`src/rtl/uart_chan_consts.svh`:
```
// Offsets, bit positions, reset values and codes of one UART channel
`ifndef UART_CHAN_CONSTS_SVH
`define UART_CHAN_CONSTS_SVH

// ----------------------------------------------------------------
// Register addresses on A2..A0
// ----------------------------------------------------------------
`define ADDR_DATA 3'h0
`define ADDR_IER 3'h1
`define ADDR_ISR 3'h2
`define ADDR_LCR 3'h3
`define ADDR_MCR 3'h4
`define ADDR_LSR 3'h5
`define ADDR_MSR 3'h6
`define ADDR_SPR 3'h7

// ----------------------------------------------------------------
// Field positions
// ----------------------------------------------------------------
`define LCR_DIVISOR_BIT 7
`define LCR_BREAK_BIT 6
`define MCR_DTR_BIT 0
`define MCR_RTS_BIT 1
`define MCR_OUT1_BIT 2
`define MCR_INT_EN_BIT 3
`define MCR_LOOP_BIT 4
`define IER_RX_BIT 0
`define IER_THR_BIT 1
`define IER_LINE_BIT 2
`define IER_MODEM_BIT 3
`define LSR_DATA_READY_BIT 0
`define LSR_OVERRUN_BIT 1
`define LSR_PARITY_BIT 2
`define LSR_FRAMING_BIT 3
`define LSR_BREAK_BIT 4
`define LSR_THR_EMPTY_BIT 5
`define LSR_TX_IDLE_BIT 6
`define LSR_FIFO_ERR_BIT 7
`define FCR_FIFO_EN_BIT 0

// ----------------------------------------------------------------
// Reset values
// ----------------------------------------------------------------
`define RST_IER 8'h00
`define RST_FCR 8'h00
`define RST_LCR 8'h00
`define RST_MCR 8'h00
`define RST_LSR 8'h60
`define RST_SPR 8'hFF
`define RST_MSR_DELTA 4'h0

// ----------------------------------------------------------------
// Interrupt source codes, highest priority first
// ----------------------------------------------------------------
`define ISR_LINE 4'h6
`define ISR_RX 4'h4
`define ISR_THR 4'h2
`define ISR_MODEM 4'h0
`define ISR_NONE 4'h1

`endif

```
`src/rtl/uart_chan_pkg.sv`:
```
// Types shared by the UART channel register bank
package uart_chan_pkg;

    typedef enum logic [1:0] {
        BUS_IDLE = 2'b00,
        BUS_READ = 2'b01,
        BUS_WRITE = 2'b10
    } bus_state_type;

    // Pins from the host bus and modem, all asynchronous
    typedef struct packed {
        logic cs_n;
        logic read_n;
        logic write_n;
        logic [2:0] addr;
        logic [7:0] data;
        logic mode_intel;
        logic irq_select_in;
        logic cts_n;
        logic dsr_n;
        logic ri_n;
        logic cd_n;
    } pins_type;

    // Events and line levels from the serial datapath, same clock
    typedef struct packed {
        logic rx_valid;
        logic [7:0] rx_data;
        logic rx_parity_err;
        logic rx_framing_err;
        logic rx_break;
        logic thr_taken;
        logic tx_idle;
        logic tx_bit;
        logic ir_bit;
    } xfer_in_type;

    // Configuration handed to the serial datapath
    typedef struct packed {
        logic [15:0] divisor;
        logic [7:0] line_control;
        logic [7:0] fifo_control;
        logic [7:0] interrupt_enable;
        logic [7:0] modem_control;
    } cfg_type;

endpackage

```
`src/rtl/uart_chan_sync.sv`:
```
// Two-flop synchroniser for a bundle of asynchronous pins
`timescale 1ns/100ps
module uart_chan_sync #(
    parameter int WIDTH = 1
) (
    input wire logic i_clk,
    input wire logic [WIDTH-1:0] i_async,
    output logic [WIDTH-1:0] o_sync
);
    // No reset: pure pipeline, settles within two edges of reset
    logic [WIDTH-1:0] meta_q;
    logic [WIDTH-1:0] sync_q;

    always_ff @(posedge i_clk) begin
        meta_q <= i_async;
        sync_q <= meta_q;
    end

    assign o_sync = sync_q;
endmodule

```
`src/rtl/uart_chan_regs.sv`:
```
// Register bank, reset state and pin levels of one UART channel
//
// Overview of operation
// - Scratch byte stores host byte, nothing else
// - Divisor is low byte then high byte
// - Divisor halves untouched by reset
// - Reset clears enable, fifo, line, modem control
// - Reset interrupt source reads 0x01
// - Reset line state reads 0x60
// - Reset clears deltas; upper shows inverted inputs
// - Reset loads scratch byte with 0xFF
// - Holding registers are not reset
// - Reset drives RTS and DTR high
// - Reset: receive ready high, transmit ready low
// - Reset: interrupt low, shared request high
// - Divisor reached only while line control bit7
// - Transmitter idle flag follows holding and shifter
`timescale 1ns/100ps
`include "uart_chan_consts.svh"
module uart_chan_regs (
    input wire logic i_clk,
    input wire logic i_resetn,
    input wire uart_chan_pkg::pins_type i_pins,
    input wire uart_chan_pkg::xfer_in_type i_xfer,
    output logic [7:0] o_data,
    output logic o_data_oe,
    output uart_chan_pkg::cfg_type o_cfg,
    output logic [7:0] o_tx_byte,
    output logic o_tx_load,
    output logic o_tx,
    output logic o_infrared_transmit_out,
    output logic o_rts_n,
    output logic o_dtr_n,
    output logic o_receive_ready_n,
    output logic o_transmit_ready_n,
    output logic o_int,
    output logic o_int_oe,
    output logic o_irq_n
);
    import uart_chan_pkg::*;

    // ------------------------------------------------------------
    // Module state
    // ------------------------------------------------------------
    typedef struct packed {
        bus_state_type bus;
        logic [2:0] addr;
        logic [7:0] wdata;
        logic [7:0] rdata;
        logic [15:0] divisor;
        logic [7:0] receive_holding;
        logic [7:0] transmit_holding;
        logic [7:0] interrupt_enable;
        logic [7:0] fifo_control;
        logic [7:0] line_control;
        logic [7:0] modem_control;
        logic [7:0] line_state;
        logic [7:0] scratch_byte;
        logic [3:0] modem_delta;
        logic [3:0] modem_prev;
        logic tx_load;
        logic tx_out;
        logic infrared_transmit_out_out;
    } state_type;

    state_type s_q;
    state_type s_d;
    pins_type pins_s;
    logic rd_active;
    logic wr_active;
    logic dlab;
    logic loopback;
    logic [3:0] modem_now;
    logic [3:0] isr_code;
    logic [7:0] isr_byte;
    logic pending;

    // ------------------------------------------------------------
    // Pin synchronisation
    // ------------------------------------------------------------
    // Data and address bits may skew by a cycle; the host holds them
    // stable across the strobe, and writes commit on strobe release.
    uart_chan_sync #(
        .WIDTH($bits(pins_type))
    ) u_sync (
        .i_clk(i_clk),
        .i_async(i_pins),
        .o_sync(pins_s)
    );

    // ------------------------------------------------------------
    // Decode and derived status
    // ------------------------------------------------------------
    always_comb begin
        if (pins_s.mode_intel) begin
            rd_active = !pins_s.cs_n && !pins_s.read_n;
            wr_active = !pins_s.cs_n && !pins_s.write_n && pins_s.read_n;
        end else begin
            // Motorola style: one line carries read high, write low
            rd_active = !pins_s.cs_n && pins_s.write_n;
            wr_active = !pins_s.cs_n && !pins_s.write_n;
        end
    end

    assign dlab = s_q.line_control[`LCR_DIVISOR_BIT];
    assign loopback = s_q.modem_control[`MCR_LOOP_BIT];

    // Status bits 7..4 as CD, RI, DSR, CTS
    always_comb begin
        if (loopback) begin
            modem_now = {s_q.modem_control[`MCR_INT_EN_BIT],
                         s_q.modem_control[`MCR_OUT1_BIT],
                         s_q.modem_control[`MCR_DTR_BIT],
                         s_q.modem_control[`MCR_RTS_BIT]};
        end else begin
            modem_now = {~pins_s.cd_n, ~pins_s.ri_n, ~pins_s.dsr_n, ~pins_s.cts_n};
        end
    end

    always_comb begin
        if (s_q.interrupt_enable[`IER_LINE_BIT] &&
            (|s_q.line_state[`LSR_BREAK_BIT:`LSR_OVERRUN_BIT])) begin
            isr_code = `ISR_LINE;
        end else if (s_q.interrupt_enable[`IER_RX_BIT] &&
                     s_q.line_state[`LSR_DATA_READY_BIT]) begin
            isr_code = `ISR_RX;
        end else if (s_q.interrupt_enable[`IER_THR_BIT] &&
                     s_q.line_state[`LSR_THR_EMPTY_BIT]) begin
            isr_code = `ISR_THR;
        end else if (s_q.interrupt_enable[`IER_MODEM_BIT] && (|s_q.modem_delta)) begin
            isr_code = `ISR_MODEM;
        end else begin
            isr_code = `ISR_NONE;
        end
    end

    assign isr_byte = {{2{s_q.fifo_control[`FCR_FIFO_EN_BIT]}}, 2'b00, isr_code};
    assign pending = !isr_code[0];

    // ------------------------------------------------------------
    // Read multiplexer
    // ------------------------------------------------------------
    function automatic logic [7:0] read_value(input logic [2:0] addr);
        logic [7:0] v;
        v = 8'h00;
        case (addr)
            `ADDR_DATA: v = dlab ? s_q.divisor[7:0] : s_q.receive_holding;
            `ADDR_IER: v = dlab ? s_q.divisor[15:8] : s_q.interrupt_enable;
            `ADDR_ISR: v = isr_byte;
            `ADDR_LCR: v = s_q.line_control;
            `ADDR_MCR: v = s_q.modem_control;
            `ADDR_LSR: v = s_q.line_state;
            `ADDR_MSR: v = {modem_now, s_q.modem_delta};
            `ADDR_SPR: v = s_q.scratch_byte;
            default: v = 8'h00;
        endcase
        return v;
    endfunction

    // ------------------------------------------------------------
    // Next state
    // ------------------------------------------------------------
    always_comb begin
        s_d = s_q;
        s_d.tx_load = 1'b0;

        // Host clears happen first so that datapath sets win below, except that a holding load beats thr_taken
        case (s_q.bus)
            BUS_IDLE: begin
                if (rd_active) begin
                    s_d.bus = BUS_READ;
                    s_d.addr = pins_s.addr;
                    s_d.rdata = read_value(pins_s.addr);
                    case (pins_s.addr)
                        `ADDR_DATA: begin
                            if (!dlab) begin
                                s_d.line_state[`LSR_DATA_READY_BIT] = 1'b0;
                            end
                        end
                        `ADDR_LSR: begin
                            s_d.line_state[`LSR_BREAK_BIT:`LSR_OVERRUN_BIT] = 4'h0;
                            s_d.line_state[`LSR_FIFO_ERR_BIT] = 1'b0;
                        end
                        `ADDR_MSR: s_d.modem_delta = 4'h0;
                        default: s_d.bus = BUS_READ;
                    endcase
                end else if (wr_active) begin
                    s_d.bus = BUS_WRITE;
                    s_d.addr = pins_s.addr;
                    s_d.wdata = pins_s.data;
                end
            end
            BUS_READ: begin
                if (!rd_active) begin
                    s_d.bus = BUS_IDLE;
                end
            end
            BUS_WRITE: begin
                if (wr_active) begin
                    s_d.addr = pins_s.addr;
                    s_d.wdata = pins_s.data;
                end else begin
                    // Commit on strobe release, with data seen while it was active
                    s_d.bus = BUS_IDLE;
                    case (s_q.addr)
                        `ADDR_DATA: begin
                            if (dlab) begin
                                s_d.divisor[7:0] = s_q.wdata;
                            end else begin
                                s_d.transmit_holding = s_q.wdata;
                                s_d.tx_load = 1'b1;
                                s_d.line_state[`LSR_THR_EMPTY_BIT] = 1'b0;
                            end
                        end
                        `ADDR_IER: begin
                            if (dlab) begin
                                s_d.divisor[15:8] = s_q.wdata;
                            end else begin
                                s_d.interrupt_enable = s_q.wdata;
                            end
                        end
                        `ADDR_ISR: s_d.fifo_control = s_q.wdata;
                        `ADDR_LCR: s_d.line_control = s_q.wdata;
                        `ADDR_MCR: s_d.modem_control = s_q.wdata;
                        `ADDR_LSR: s_d.line_state = s_q.wdata;
                        `ADDR_MSR: s_d.modem_delta = s_q.wdata[3:0];
                        `ADDR_SPR: s_d.scratch_byte = s_q.wdata;
                        default: s_d.bus = BUS_IDLE;
                    endcase
                end
            end
            default: s_d.bus = BUS_IDLE;
        endcase

        // Datapath events
        if (i_xfer.thr_taken && !s_d.tx_load) begin
            s_d.line_state[`LSR_THR_EMPTY_BIT] = 1'b1;
        end
        if (i_xfer.rx_valid) begin
            s_d.receive_holding = i_xfer.rx_data;
            if (s_q.line_state[`LSR_DATA_READY_BIT]) begin
                // Unread byte overwritten
                s_d.line_state[`LSR_OVERRUN_BIT] = 1'b1;
            end
            s_d.line_state[`LSR_DATA_READY_BIT] = 1'b1;
            s_d.line_state[`LSR_PARITY_BIT] = i_xfer.rx_parity_err;
            s_d.line_state[`LSR_FRAMING_BIT] = i_xfer.rx_framing_err;
            s_d.line_state[`LSR_BREAK_BIT] = i_xfer.rx_break;
            if (i_xfer.rx_parity_err || i_xfer.rx_framing_err || i_xfer.rx_break) begin
                s_d.line_state[`LSR_FIFO_ERR_BIT] = 1'b1;
            end
        end
        s_d.line_state[`LSR_TX_IDLE_BIT] =
            s_d.line_state[`LSR_THR_EMPTY_BIT] && i_xfer.tx_idle;

        // Modem change detection; RI flags only its trailing edge
        s_d.modem_delta[0] = s_d.modem_delta[0] | (modem_now[0] ^ s_q.modem_prev[0]);
        s_d.modem_delta[1] = s_d.modem_delta[1] | (modem_now[1] ^ s_q.modem_prev[1]);
        s_d.modem_delta[2] = s_d.modem_delta[2] | (s_q.modem_prev[2] & ~modem_now[2]);
        s_d.modem_delta[3] = s_d.modem_delta[3] | (modem_now[3] ^ s_q.modem_prev[3]);
        s_d.modem_prev = modem_now;

        s_d.tx_out = s_q.line_control[`LCR_BREAK_BIT] ? 1'b0 : i_xfer.tx_bit;
        s_d.infrared_transmit_out_out = i_xfer.ir_bit;

        // Synchronous reset; divisor and holding registers keep their value
        if (!i_resetn) begin
            s_d.bus = BUS_IDLE;
            s_d.addr = 3'h0;
            s_d.wdata = 8'h00;
            s_d.rdata = 8'h00;
            s_d.divisor = s_q.divisor;
            s_d.receive_holding = s_q.receive_holding;
            s_d.transmit_holding = s_q.transmit_holding;
            s_d.interrupt_enable = `RST_IER;
            s_d.fifo_control = `RST_FCR;
            s_d.line_control = `RST_LCR;
            s_d.modem_control = `RST_MCR;
            s_d.line_state = `RST_LSR;
            s_d.scratch_byte = `RST_SPR;
            s_d.modem_delta = `RST_MSR_DELTA;
            s_d.modem_prev = {~pins_s.cd_n, ~pins_s.ri_n, ~pins_s.dsr_n, ~pins_s.cts_n};
            s_d.tx_load = 1'b0;
            s_d.tx_out = 1'b1;
            s_d.infrared_transmit_out_out = 1'b0;
        end
    end

    always_ff @(posedge i_clk) begin
        s_q <= s_d;
    end

    // ------------------------------------------------------------
    // Outputs
    // ------------------------------------------------------------
    assign o_data = s_q.rdata;
    assign o_data_oe = (s_q.bus == BUS_READ);
    assign o_cfg = '{divisor: s_q.divisor,
                     line_control: s_q.line_control,
                     fifo_control: s_q.fifo_control,
                     interrupt_enable: s_q.interrupt_enable,
                     modem_control: s_q.modem_control};
    assign o_tx_byte = s_q.transmit_holding;
    assign o_tx_load = s_q.tx_load;
    assign o_tx = s_q.tx_out;
    assign o_infrared_transmit_out = s_q.infrared_transmit_out_out;
    // Loopback keeps the modem outputs inactive on the pins
    assign o_rts_n = !(s_q.modem_control[`MCR_RTS_BIT] && !loopback);
    assign o_dtr_n = !(s_q.modem_control[`MCR_DTR_BIT] && !loopback);
    assign o_receive_ready_n = !s_q.line_state[`LSR_DATA_READY_BIT];
    assign o_transmit_ready_n = !s_q.line_state[`LSR_THR_EMPTY_BIT];
    assign o_int = pending && pins_s.mode_intel;
    assign o_int_oe = pins_s.mode_intel &&
                      (pins_s.irq_select_in || s_q.modem_control[`MCR_INT_EN_BIT]);
    assign o_irq_n = !(pending && !pins_s.mode_intel);
endmodule

```
`config.mk`:
```
export PLATFORM = sky130hd
export DESIGN_NAME = uart_chan_regs
export DESIGN_NICKNAME = d
export VERILOG_FILES = /design/src/rtl/uart_chan_pkg.sv /design/src/rtl/uart_chan_sync.sv /design/src/rtl/uart_chan_regs.sv
export VERILOG_INCLUDE_DIRS = /design/src /design/src/rtl
export SDC_FILE = /design/constraint.sdc
export NUM_CORES = 1
export LEC_CHECK = 0
export BUFFER_PORTS_ARGS = -buffer_cell sky130_fd_sc_hd__buf_2
export CAP_MARGIN = 20
export CORE_MARGIN = 2
export CORE_UTILIZATION = 60
export DETAILED_ROUTE_END_ITERATION = 12
export PLACE_DENSITY_LB_ADDON = 0.15
export SLEW_MARGIN = 15
export SYNTH_ARGS = -nofsm -noshare
export SYNTH_HDL_FRONTEND = slang
export SYNTH_SLANG_ARGS = --single-unit
export TNS_END_PERCENT = 30
```
`constraint.sdc`:
```
create_clock -name i_clk -period 3.2 [get_ports i_clk]
set_input_delay 0.32 -clock i_clk [delete_from_list [all_inputs] [get_ports i_clk]]
set_output_delay 0.32 -clock i_clk [all_outputs]
set_load 0.01 [all_outputs]
```
==> flow_summary.json, run 1 <==
{
  "slowest_delay_ns": 0.55,
  "synth_seq_cells": 152,
  "finalHoldViolCount": 0,
  "die_h_um": 106,
  "rsz0062_at_grt": "no",
  "firstDrtPassIters": 5,
  "regArea_mm2": 0.00336,
  "syn_avg_cell_area_um2": 10.3,
  "drt_iter0_markers": 314,
  "worst_pin_slew_ns": 1.01,
  "die_w_um": 106,
  "maxCapViolations": 0,
  "start_util": 0.611,
  "cts_num_sinks": 152,
  "syn_nets": 643,
  "critical_path_class": "register to primary output",
  "path_clk_slew_ns": 0.06,
  "routedWlPerCell_um": 19.5,
  "post-route-period-util": 0.764,
  "synthXorXnorAreaFrac": 0.00421,
  "syn2layout_area_growth_pct": 16.1,
  "clk_latency_ns": 0.53,
  "peakVddDrop_mv": 0.513,
  "layout.nets": 711,
  "synth-compound-area-share": 0.112,
  "htreeDepth": 4,
  "grt_pass1_wl_mm": 24.4,
  "cts_made_buffers": 17,
  "io_buffers": 112,
  "ant_nets": 0,
  "antenna_found_initial": 0,
  "synth_edf_count": 32,
  "total_power_mw": 4.28,
  "die_area_mm2": 0.0112,
  "synthAdderAreaFrac": 0,
  "muxShareOfSynthArea": 0.107,
  "drt_wl_total_mm": 16.0,
  "cts_setup_buffers": 0,
  "tritoncts": "yes",
  "p_leak_nw": 3.02,
  "timing.critical_path.buf_inv": 1,
  "synth_top_family_by_area": "simple AND/OR/NAND/NOR gates",
  "regToRegSetupSlack_ns": 0.80,
  "fin_skew_ns": 0.00640,
  "drive_gt1_frac": 0.238,
  "multi_input_area_mm2": 0.00221,
  "hold_class": "input port to register",
  "whs_ns": 0.0408,
  "fill_cells": 781,
  "grt-ovfl-total": 0,
  "maxSlewViolCount": 0,
  "synthFlopType": "dfxtp_1",
  "synth.distinct_cells": 55,
  "pin_count": 113,
  "crit_fanout": 3,
  "final.setup.tns_ns": 0,
  "crit_family": "simple AND/OR/NAND/NOR gates",
  "grt_pass1_vias": 4368,
  "start_kind": "register",
  "grtUsageTotal": 0.293,
  "drc": 0,
  "coreArea_mm2": 0.0102,
  "fp-row-count": 37,
  "status": "finished, final reports clean",
  "worstSetupEndpointType": "primary output",
  "crit_arrival_ns": 2.12,
  "netlist_instances": 605,
  "required_ns": 2.88,
  "final_cells": 821,
  "vias": 4634,
  "antenna_cells": 0,
  "grt_max_degree": 52,
  "post_cts_resized": 0,
  "dp.cells": 761,
  "cts_buffer_depth": 2,
  "fin_crit_ns": 2.44,
  "root_buffer": "clkbuf_8",
  "finalSetupViolations": 0,
  "hpwl_mm": 10.8,
  "yosys_warnings": 0,
  "ys_async_sr_fraction": 0,
  "vias_per_cell": 5.64,
  "slew_headroom": 0.324,
  "place_congestion": 0.905,
  "synth-simple-area-share": 0.131,
  "yosysSeqAreaShare": 0.538,
  "path_cells": "o41ai_1 -> nand4_1 -> and2_1 -> buf_2",
  "power_density_mw_per_mm2": 591,
  "max_freq_ghz": 0.409,
  "mappedNetlistArea_mm2": 0.00625,
  "worst_path_max_delay_cell": "o41ai_1"
}
## synth_stat cells (all sizes together), types with 3 or more instances
| library cell | count | share of area |
|---|---|---|
| dfxtp | 120 | 0.38 |
| buf | 74 | 0.087 |
| mux2i | 60 | 0.096 |
| nand2 | 57 | 0.034 |
| nor2 | 45 | 0.028 |
| a21oi | 32 | 0.026 |
| edfxtp | 32 | 0.15 |
| o21ai | 24 | 0.019 |
| nand3 | 22 | 0.018 |
| clkbuf | 21 | 0.013 |
| inv | 13 | 0.0078 |
| nand2b | 11 | 0.012 |
| a211o | 7 | 0.011 |
| a32o | 7 | 0.011 |
| nor3 | 7 | 0.0074 |
| and2 | 6 | 0.0060 |
| mux2 | 6 | 0.011 |
| a31oi | 5 | 0.0050 |
| o22ai | 5 | 0.0050 |
| or2 | 5 | 0.0050 |
| a211oi | 4 | 0.0056 |
| a221o | 4 | 0.0064 |
| nand3b | 4 | 0.0048 |
| o41ai | 4 | 0.0056 |
| and3 | 3 | 0.0030 |
| nor2b | 3 | 0.0030 |
## routing by layer
metal	part of all wire	routed length [um]	global-route usage
met4	0.028	454	0.110
met1	0.45	7110	0.388
met3	0.060	952	0.0748
met2	0.47	7460	0.465
met5	0	0	0
## timing repair
item / CTS / global route
hold buffers: 29 / 0
setup endpoints to repair: 0 / 0
endpoints found under the hold margin: 29 / 0
## flip-flops by register name, summed over array words and instances, names as in the netlist
name and cells:
u_sync.meta_q 20, o_infrared_transmit_out 1, u_sync.o_sync 20, o_tx_byte 8, o_cfg 48, o_data 8
s_q 45, o_tx 1, o_tx_load 1
## worst paths after layout
check,start,endpoint,depth (start not counted)
worst min-delay path,i_xfer[1],o_tx$_SDFF_PN1_,3
worst min register to register,u_sync.meta_q[6]$_DFF_P_,u_sync.o_sync[6]$_DFF_P_,0
worst max register to register,s_q[110]$_SDFFE_PN0P_,o_cfg[45]$_DFFE_PP_,5
worst max-delay path,s_q[22]$_SDFFE_PN0P_,o_int,4
## where the power goes
part	total (mW)	switching [mW]	internal (mW)
logic	0.234	0.121	0.113
registers	2.10	0.0796	2.02
clock network	1.95	0.735	1.21
## layout by cell type (no fill, tap or decap), types with 4 or more instances in the layout
| cell | synthesis | final |
|---|---|---|
| nand2_1 | 57 | 57 |
| a211o_1 | 6 | 6 |
| a31oi_1 | 5 | 5 |
| nand2b_1 | 10 | 10 |
| mux2_2 | 6 | 6 |
| nor2_1 | 43 | 43 |
| nor3_1 | 6 | 6 |
| mux2i_1 | 60 | 60 |
| nand3b_1 | 4 | 4 |
| clkbuf_16 | 0 | 17 |
| a21oi_1 | 32 | 32 |
| or2_2 | 5 | 5 |
| inv_1 | 12 | 12 |
| edfxtp_1 | 32 | 32 |
| o21ai_0 | 24 | 24 |
| dlygate4sd3_1 | 0 | 29 |
| and2_1 | 6 | 6 |
| clkbuf_8 | 0 | 4 |
| o22ai_1 | 5 | 5 |
| a221o_1 | 4 | 4 |
| nand3_1 | 22 | 22 |
| dfxtp_1 | 120 | 120 |
| a32o_1 | 7 | 7 |
| o41ai_1 | 4 | 4 |
| clkinv_2 | 0 | 4 |
| buf_2 | 7 | 112 |
## area by class of cell
cell class                 count  share of cell area
clock buffer                  24              0.0678
clock inverter                 7              0.0122
inverter                      14             0.00725
multi-input combinational    344               0.305
sequential                   152               0.464
tap                          136              0.0235
timing repair buffer         144               0.120
## cells by family (layout without fill, tap and decap cells)
| logic type | after synthesis | in the layout |
|---|---|---|
| DFF | 152 | 152 |
| buffers and inverters | 109 | 189 |
| and+or+nand+nor | 171 | 171 |
| AOI/OAI and AO/OA | 104 | 104 |
| xor gates and xnor gates | 3 | 3 |
| muxes | 66 | 66 |
## stage by stage
stage           util  worst slack (ns)  area, um^2
3_3_place_gp   0.624             0.917        6380
4_1_cts        0.709             0.722        7250
3_5_place_dp   0.624             0.828        6380
5_1_grt        0.709             0.587        7250
6_report       0.709             0.757        7250
2_1_floorplan      -              1.14        6250
## tightest hold or removal path, cell delays in order
cell     delay, ns
buf_2         0.09
inv_1         0.04
o21ai_0       0.06
Power figures use the tool's default switching activity.
==> run 2: changes to the inputs <==
--- a/config.mk
+++ b/config.mk
@@ -6,10 +6,11 @@
 export SDC_FILE = /design/constraint.sdc
 export NUM_CORES = 1
 export LEC_CHECK = 0
+export ABC_AREA = 1
 export BUFFER_PORTS_ARGS = -buffer_cell sky130_fd_sc_hd__buf_2
 export CAP_MARGIN = 20
 export CORE_MARGIN = 2
-export CORE_UTILIZATION = 60
+export CORE_UTILIZATION = 50
 export DETAILED_ROUTE_END_ITERATION = 12
 export PLACE_DENSITY_LB_ADDON = 0.15
 export SLEW_MARGIN = 15
==> constraint.sdc (replaced) <==
create_clock -name i_clk -period 2.2 [get_ports i_clk]
set_input_delay 0.22 -clock i_clk [delete_from_list [all_inputs] [get_ports i_clk]]
set_output_delay 0.22 -clock i_clk [all_outputs]
set_load 0.01 [all_outputs]
==> run 2 against run 1 <==
  * Total power up 46%
  * First-iteration DRC count increased by 70%
  * Global-route usage down 2.2 points
  * Cell area hardly changed
  * Routed wire length up 9.6%
==> flow_summary.json, run 2 <==
{
  "synth_common_cells": "nand2_1 (143), dfxtp_1 (120), o21ai_0 (75)",
  "busiest_layer": "met2",
  "crit_fanout": 3,
  "cp-startpoint": "s_q[8]$_SDFF_PN0_",
  "vias_per_cell": 5.25,
  "die_h_um": 115,
  "firstDrtPassIters": 5,
  "hold_class": "input port to register",
  "multi_input_area_mm2": 0.00197,
  "synth_top_area_frac": 0.391,
  "max_freq_ghz": 0.510,
  "post-route-period-util": 0.891,
  "maxSlewViolCount": 0,
  "netlist_instances": 705,
  "required_ns": 1.98,
  "grtUsageTotal": 0.270,
  "final_cells": 951,
  "use_met2": 0.436,
  "final.setup.tns_ns": 0,
  "status": "finished, final reports clean",
  "grt_max_degree": 30,
  "drc": 0,
  "met3_usage": 0.0474,
  "synth_seq_cells": 152,
  "crit_arrival_ns": 1.74,
  "layout.nets": 829,
  "regToRegSetupSlack_ns": 0.31,
  "yosys_warnings": 0,
  "place_congestion": 1.04,
  "finalHoldViolCount": 0,
  "drt_iter0_markers": 533,
  "critical_path_class": "register to primary output",
  "synth.top_cells.by_area": "dfxtp_1 (39%), edfxtp_1 (16%), nand2_1 (8.7%), buf_4 (8.1%), o21ai_0 (6.1%)",
  "start_util": 0.511,
  "regArea_mm2": 0.00336,
  "worst_pin_slew_ns": 0.702,
  "tritoncts": "yes",
  "slew_headroom": 0.529,
  "power_density_mw_per_mm2": 864,
  "start_kind": "register",
  "grt_pass1_vias": 4679,
  "die_area_mm2": 0.0132,
  "die_w_um": 115,
  "layout_common_cells": "nand2_1 (143), dfxtp_1 (120), buf_2 (112)",
  "peakVddDrop_mv": 0.685,
  "synth_edf_count": 32,
  "grt_pass1_wl_mm": 26.1,
  "hpwl_mm": 12.6,
  "routedWlPerCell_um": 18.4,
  "cts_buffer_depth": 2,
  "antenna_found_initial": 0,
  "worstReg2RegStart": "u_sync.o_sync[14]$_DFF_P_",
  "yosysSeqAreaShare": 0.548,
  "grt-ovfl-total": 0,
  "finalSetupViolations": 0,
  "syn_nets": 743,
  "total_power_mw": 6.26,
  "largest_register_ffs": 48,
  "grt_use_met1": 0.358,
  "ys_async_sr_fraction": 0,
  "p_leak_nw": 3.26,
  "coreArea_mm2": 0.0120,
  "io_buffers": 112,
  "yosysMostFrequentCell": "nand2_1",
  "vias": 4997,
  "fin_crit_ns": 1.96,
  "syn_avg_cell_area_um2": 8.71,
  "dp.cells": 888,
  "drive_gt1_frac": 0.211,
  "fp-row-count": 40,
  "fin_skew_ns": 0.00782,
  "whs_ns": 0.114,
  "path_clk_slew_ns": 0.06,
  "rsz0062_at_grt": "no",
  "synth.distinct_cells": 35,
  "post_cts_resized": 0,
  "pin_count": 113,
  "ant_nets": 0,
  "drt_wl_total_mm": 17.5,
  "antenna_cells": 0,
  "maxCapViolations": 0,
  "htreeDepth": 4,
  "hp-start": "i_xfer[3]",
  "layout_commonest_cell": "nand2_1",
  "root_buffer": "clkbuf_16",
  "worstSetupEndpointType": "primary output",
  "cts_made_buffers": 17,
  "fill_cells": 1097,
  "mappedNetlistArea_mm2": 0.00614,
  "synth.largest_area_cell": "dfxtp_1",
  "clk_latency_ns": 0.42,
  "cts_num_sinks": 152,
  "synthFlopType": "dfxtp_1",
  "syn2layout_area_growth_pct": 18.1
}
==> run 2: stage by stage <==
| stage | worst slack (ns) | instance area [um^2] | utilization |
|---|---|---|---|
| 2_1_floorplan | 0.300 | 6140 | - |
| 3_3_place_gp | 0.211 | 6370 | 0.531 |
| 3_5_place_dp | 0.319 | 6370 | 0.531 |
| 4_1_cts | 0.223 | 7250 | 0.604 |
| 5_1_grt | 0.108 | 7250 | 0.604 |
| 6_report | 0.240 | 7250 | 0.604 |
==> run 2: final timing paths <==
path         cells after the start                        end
min                              4         s_q[24]$_SDFF_PN1_
max                              6                    o_irq_n
min reg2reg                      0  u_sync.o_sync[12]$_DFF_P_
max reg2reg                      7     o_data[6]$_SDFFE_PN0P_
==> run 2: cell type report <==
cell class | count | area share
sequential | 152 | 0.464
clock inverter | 10 | 0.0126
tap | 147 | 0.0254
timing repair buffer | 155 | 0.133
inverter | 54 | 0.0280
multi-input combinational | 411 | 0.272
clock buffer | 22 | 0.0656
==> run 2: report_power, final <==
| group | switching, mW | internal (mW) | leakage [nW] |
|---|---|---|---|
| registers | 0.102 | 2.95 | 1.28 |
| logic | 0.245 | 0.163 | 1.70 |
| clock network | 1.14 | 1.66 | 0.280 |
==> run 2: cells by family after synthesis <==
group / count (synthesis) / share of synthesized area
and+or+nand+nor: 248 / 0.180
AOI/OAI and AO/OA: 160 / 0.138
DFF: 152 / 0.548
buffers and inverters: 142 / 0.130
xor gates and xnor gates: 3 / 0.00428
==> run 2: worst max-delay path, stage by stage (launching register included) <==
cell and delay (ns):
dfxtp_1 0.33, nor2_1 0.10, nand2_1 0.09, a21boi_0 0.47, nand2_1 0.12, nand2_1 0.08, buf_2 0.13
==> run 2: routing by layer <==
| metal | vias to the layer above | part of all wire |
|---|---|---|
| met5 | - | 0 |
| met4 | 0 | 0.036 |
| met3 | 35 | 0.059 |
| met2 | 217 | 0.47 |
| met1 | 2302 | 0.43 |
| li1 | 2443 | - |
==> run 2: repair_timing <==
| item | in CTS | in global routing |
|---|---|---|
| hold buffers | 31 | 0 |
| buffers inserted | 0 | 0 |
| hold endpoints to repair | 31 | 0 |
==> run 3: changes to the inputs <==
--- a/config.mk
+++ b/config.mk
@@ -12,7 +12,8 @@
 export CORE_MARGIN = 2
 export CORE_UTILIZATION = 50
 export DETAILED_ROUTE_END_ITERATION = 12
-export PLACE_DENSITY_LB_ADDON = 0.15
+export GPL_TIMING_DRIVEN = 0
+export PLACE_DENSITY = 0.78
 export SLEW_MARGIN = 15
 export SYNTH_ARGS = -nofsm -noshare
 export SYNTH_HDL_FRONTEND = slang
==> run 3 against run 2 <==
  * Setup slack got worse by 0.098 ns
  * Sequential share of layout area down 3.4 points
  * First-iteration DRC count down 24%
  * Worst hold slack got worse by 0.096 ns
  * Flip-flop and latch count stayed put
  * Clock skew decreased by 0.0022 ns
  * Highest routed layer unchanged
  * Non-clock buffer count rose by 74
  * Clock power grew 7.1%
  * Utilization rose by 4.7 points
  * Register-to-register slack worse by 0.17 ns
  * Maximum frequency decreased by 4.8%
  * Global-route usage shrank 0.81 points
==> flow_summary.json, run 3 (synthesis gave the netlist of run 2 again) <==
{
  "fin_crit_ns": 2.06,
  "layout_common_cells": "nand2_1 (143), buf_2 (122), dfxtp_1 (120)",
  "dp.cells": 964,
  "power_density_mw_per_mm2": 830,
  "antenna_cells": 0,
  "crit_fanout": 11,
  "final.setup.tns_ns": 0,
  "grt-ovfl-total": 0,
  "p_leak_nw": 3.62,
  "firstDrtPassIters": 5,
  "ant_nets": 0,
  "vias": 5260,
  "cp-endpoint": "o_data[0]$_SDFFE_PN0P_",
  "io_buffers": 112,
  "fill_cells": 1013,
  "coreArea_mm2": 0.0120,
  "worstReg2RegStart": "o_cfg[31]$_SDFFE_PN0P_",
  "cts_made_buffers": 17,
  "cts_num_sinks": 152,
  "drt_wl_total_mm": 17.0,
  "vias_per_cell": 5.13,
  "routedWlPerCell_um": 16.6,
  "drive_gt1_frac": 0.273,
  "finalSetupViolations": 0,
  "clk_latency_ns": 0.43,
  "worst_path_max_delay_cell": "dfxtp_1",
  "post-route-period-util": 0.936,
  "layout.nets": 903,
  "largest_register_ffs": 48,
  "pin_count": 113,
  "hpwl_mm": 11.8,
  "hold_class": "input port to register",
  "drc": 0,
  "fp-row-count": 40,
  "required_ns": 2.48,
  "grt_max_degree": 17,
  "grt_pass1_vias": 4845,
  "die_area_mm2": 0.0132,
  "maxCapViolations": 0,
  "max_freq_ghz": 0.486,
  "peakVddDrop_mv": 0.752,
  "status": "finished, final reports clean",
  "whs_ns": 0.0175,
  "antenna_found_initial": 0,
  "start_util": 0.511,
  "worstSetupEndpointType": "register",
  "die_h_um": 115,
  "cts_buffer_depth": 2,
  "die_w_um": 115,
  "grtUsageTotal": 0.262,
  "cts_setup_buffers": 0,
  "layout_commonest_cell": "nand2_1",
  "maxSlewViolCount": 0,
  "crit_arrival_ns": 2.34,
  "drt_iter0_markers": 403,
  "path_clk_slew_ns": 0.06,
  "final_cells": 1025,
  "crit_path_frequent_cell": "nand2_1",
  "tritoncts": "yes",
  "critical_path_class": "register to register",
  "total_power_mw": 6.49,
  "rsz0062_at_grt": "no",
  "slowest_delay_ns": 0.34,
  "root_buffer": "clkbuf_16",
  "place_congestion": 0.971,
  "cp-startpoint": "o_cfg[31]$_SDFFE_PN0P_",
  "syn2layout_area_growth_pct": 27.4,
  "start_kind": "register",
  "slew_headroom": 0.574,
  "fin_skew_ns": 0.00560,
  "r2r_cells": 11,
  "path_cells": "buf_2 -> inv_1 -> buf_2 -> nand2_1 -> nand2_1 -> nand2_1 -> nand2_1 -> nor3_1 -> nand2_1 -> nand2_1 -> a21oi_1",
  "reg2reg_to": "o_data[0]$_SDFFE_PN0P_",
  "finalHoldViolCount": 0,
  "regToRegSetupSlack_ns": 0.14,
  "grt_pass1_wl_mm": 25.5,
  "worst_pin_slew_ns": 0.639,
  "htreeDepth": 4
}
## run 3: cell type report
type,instances,area (um^2),area share
multi-input cells,411,1990,0.255
clock inverters,10,111,0.0142
plain buffers,87,596,0.0762
inverters,54,203,0.0259
flip-flops and latches,152,3360,0.430
repair buffers,142,861,0.110
clock buffers,22,508,0.0650
well taps,147,184,0.0235
## run 3: worst min path at each step
stage	cells past startpoint	from	end
after floorplan	0	i_pins[0]	u_sync.meta_q[0]$_DFF_P_
after global placement	0	u_sync.meta_q[1]$_DFF_P_	u_sync.o_sync[1]$_DFF_P_
after detailed placement	0	u_sync.meta_q[14]$_DFF_P_	u_sync.o_sync[14]$_DFF_P_
after CTS	2	i_xfer[2]	s_q[25]$_SDFF_PN1_
after global routing	2	i_xfer[2]	s_q[25]$_SDFF_PN1_
final	2	i_xfer[2]	s_q[25]$_SDFF_PN1_
## run 3: worst max-delay path: cells and delay by family, from the launching register on
| family | cells | cell delay [ns] |
|---|---|---|
| DFF | 1 | 0.34 |
| buffers and inverters | 3 | 0.83 |
| AOI/OAI and AO/OA | 1 | 0.05 |
| and+or+nand+nor | 7 | 0.70 |
## run 3: timing repair
item                                   CTS  global route
hold buffers                            30             0
endpoints found under the hold margin   30             0
gates cloned                             0             0
setup endpoints to repair               24            16
resized for setup                        2             4
## run 3: report_power, final
group | internal, mW | switching [mW] | total, mW | leakage [nW]
clock | 1.87 | 1.14 | 3.00 | 0.306
sequential | 2.95 | 0.0881 | 3.04 | 1.28
combinational | 0.179 | 0.263 | 0.442 | 2.04
## run 3: through the flow
| stage | setup WS (ns) | cell area (um^2) | utilization |
|---|---|---|---|
| floorplan | 0.300 | 6140 | - |
| global placement | -0.505 | 6880 | 0.573 |
| detailed placement | -0.294 | 6890 | 0.573 |
| CTS | -0.124 | 7810 | 0.650 |
| global route | 0.0274 | 7820 | 0.651 |
| finish | 0.141 | 7820 | 0.651 |
## run 3: routing by layer
layer | GRT usage | vias to the layer above | share of wire
met5 | 0 | - | 0
met4 | 0.113 | 0 | 0.030
met3 | 0.0611 | 41 | 0.076
met2 | 0.432 | 230 | 0.48
met1 | 0.333 | 2394 | 0.42
li1 | - | 2595 | -
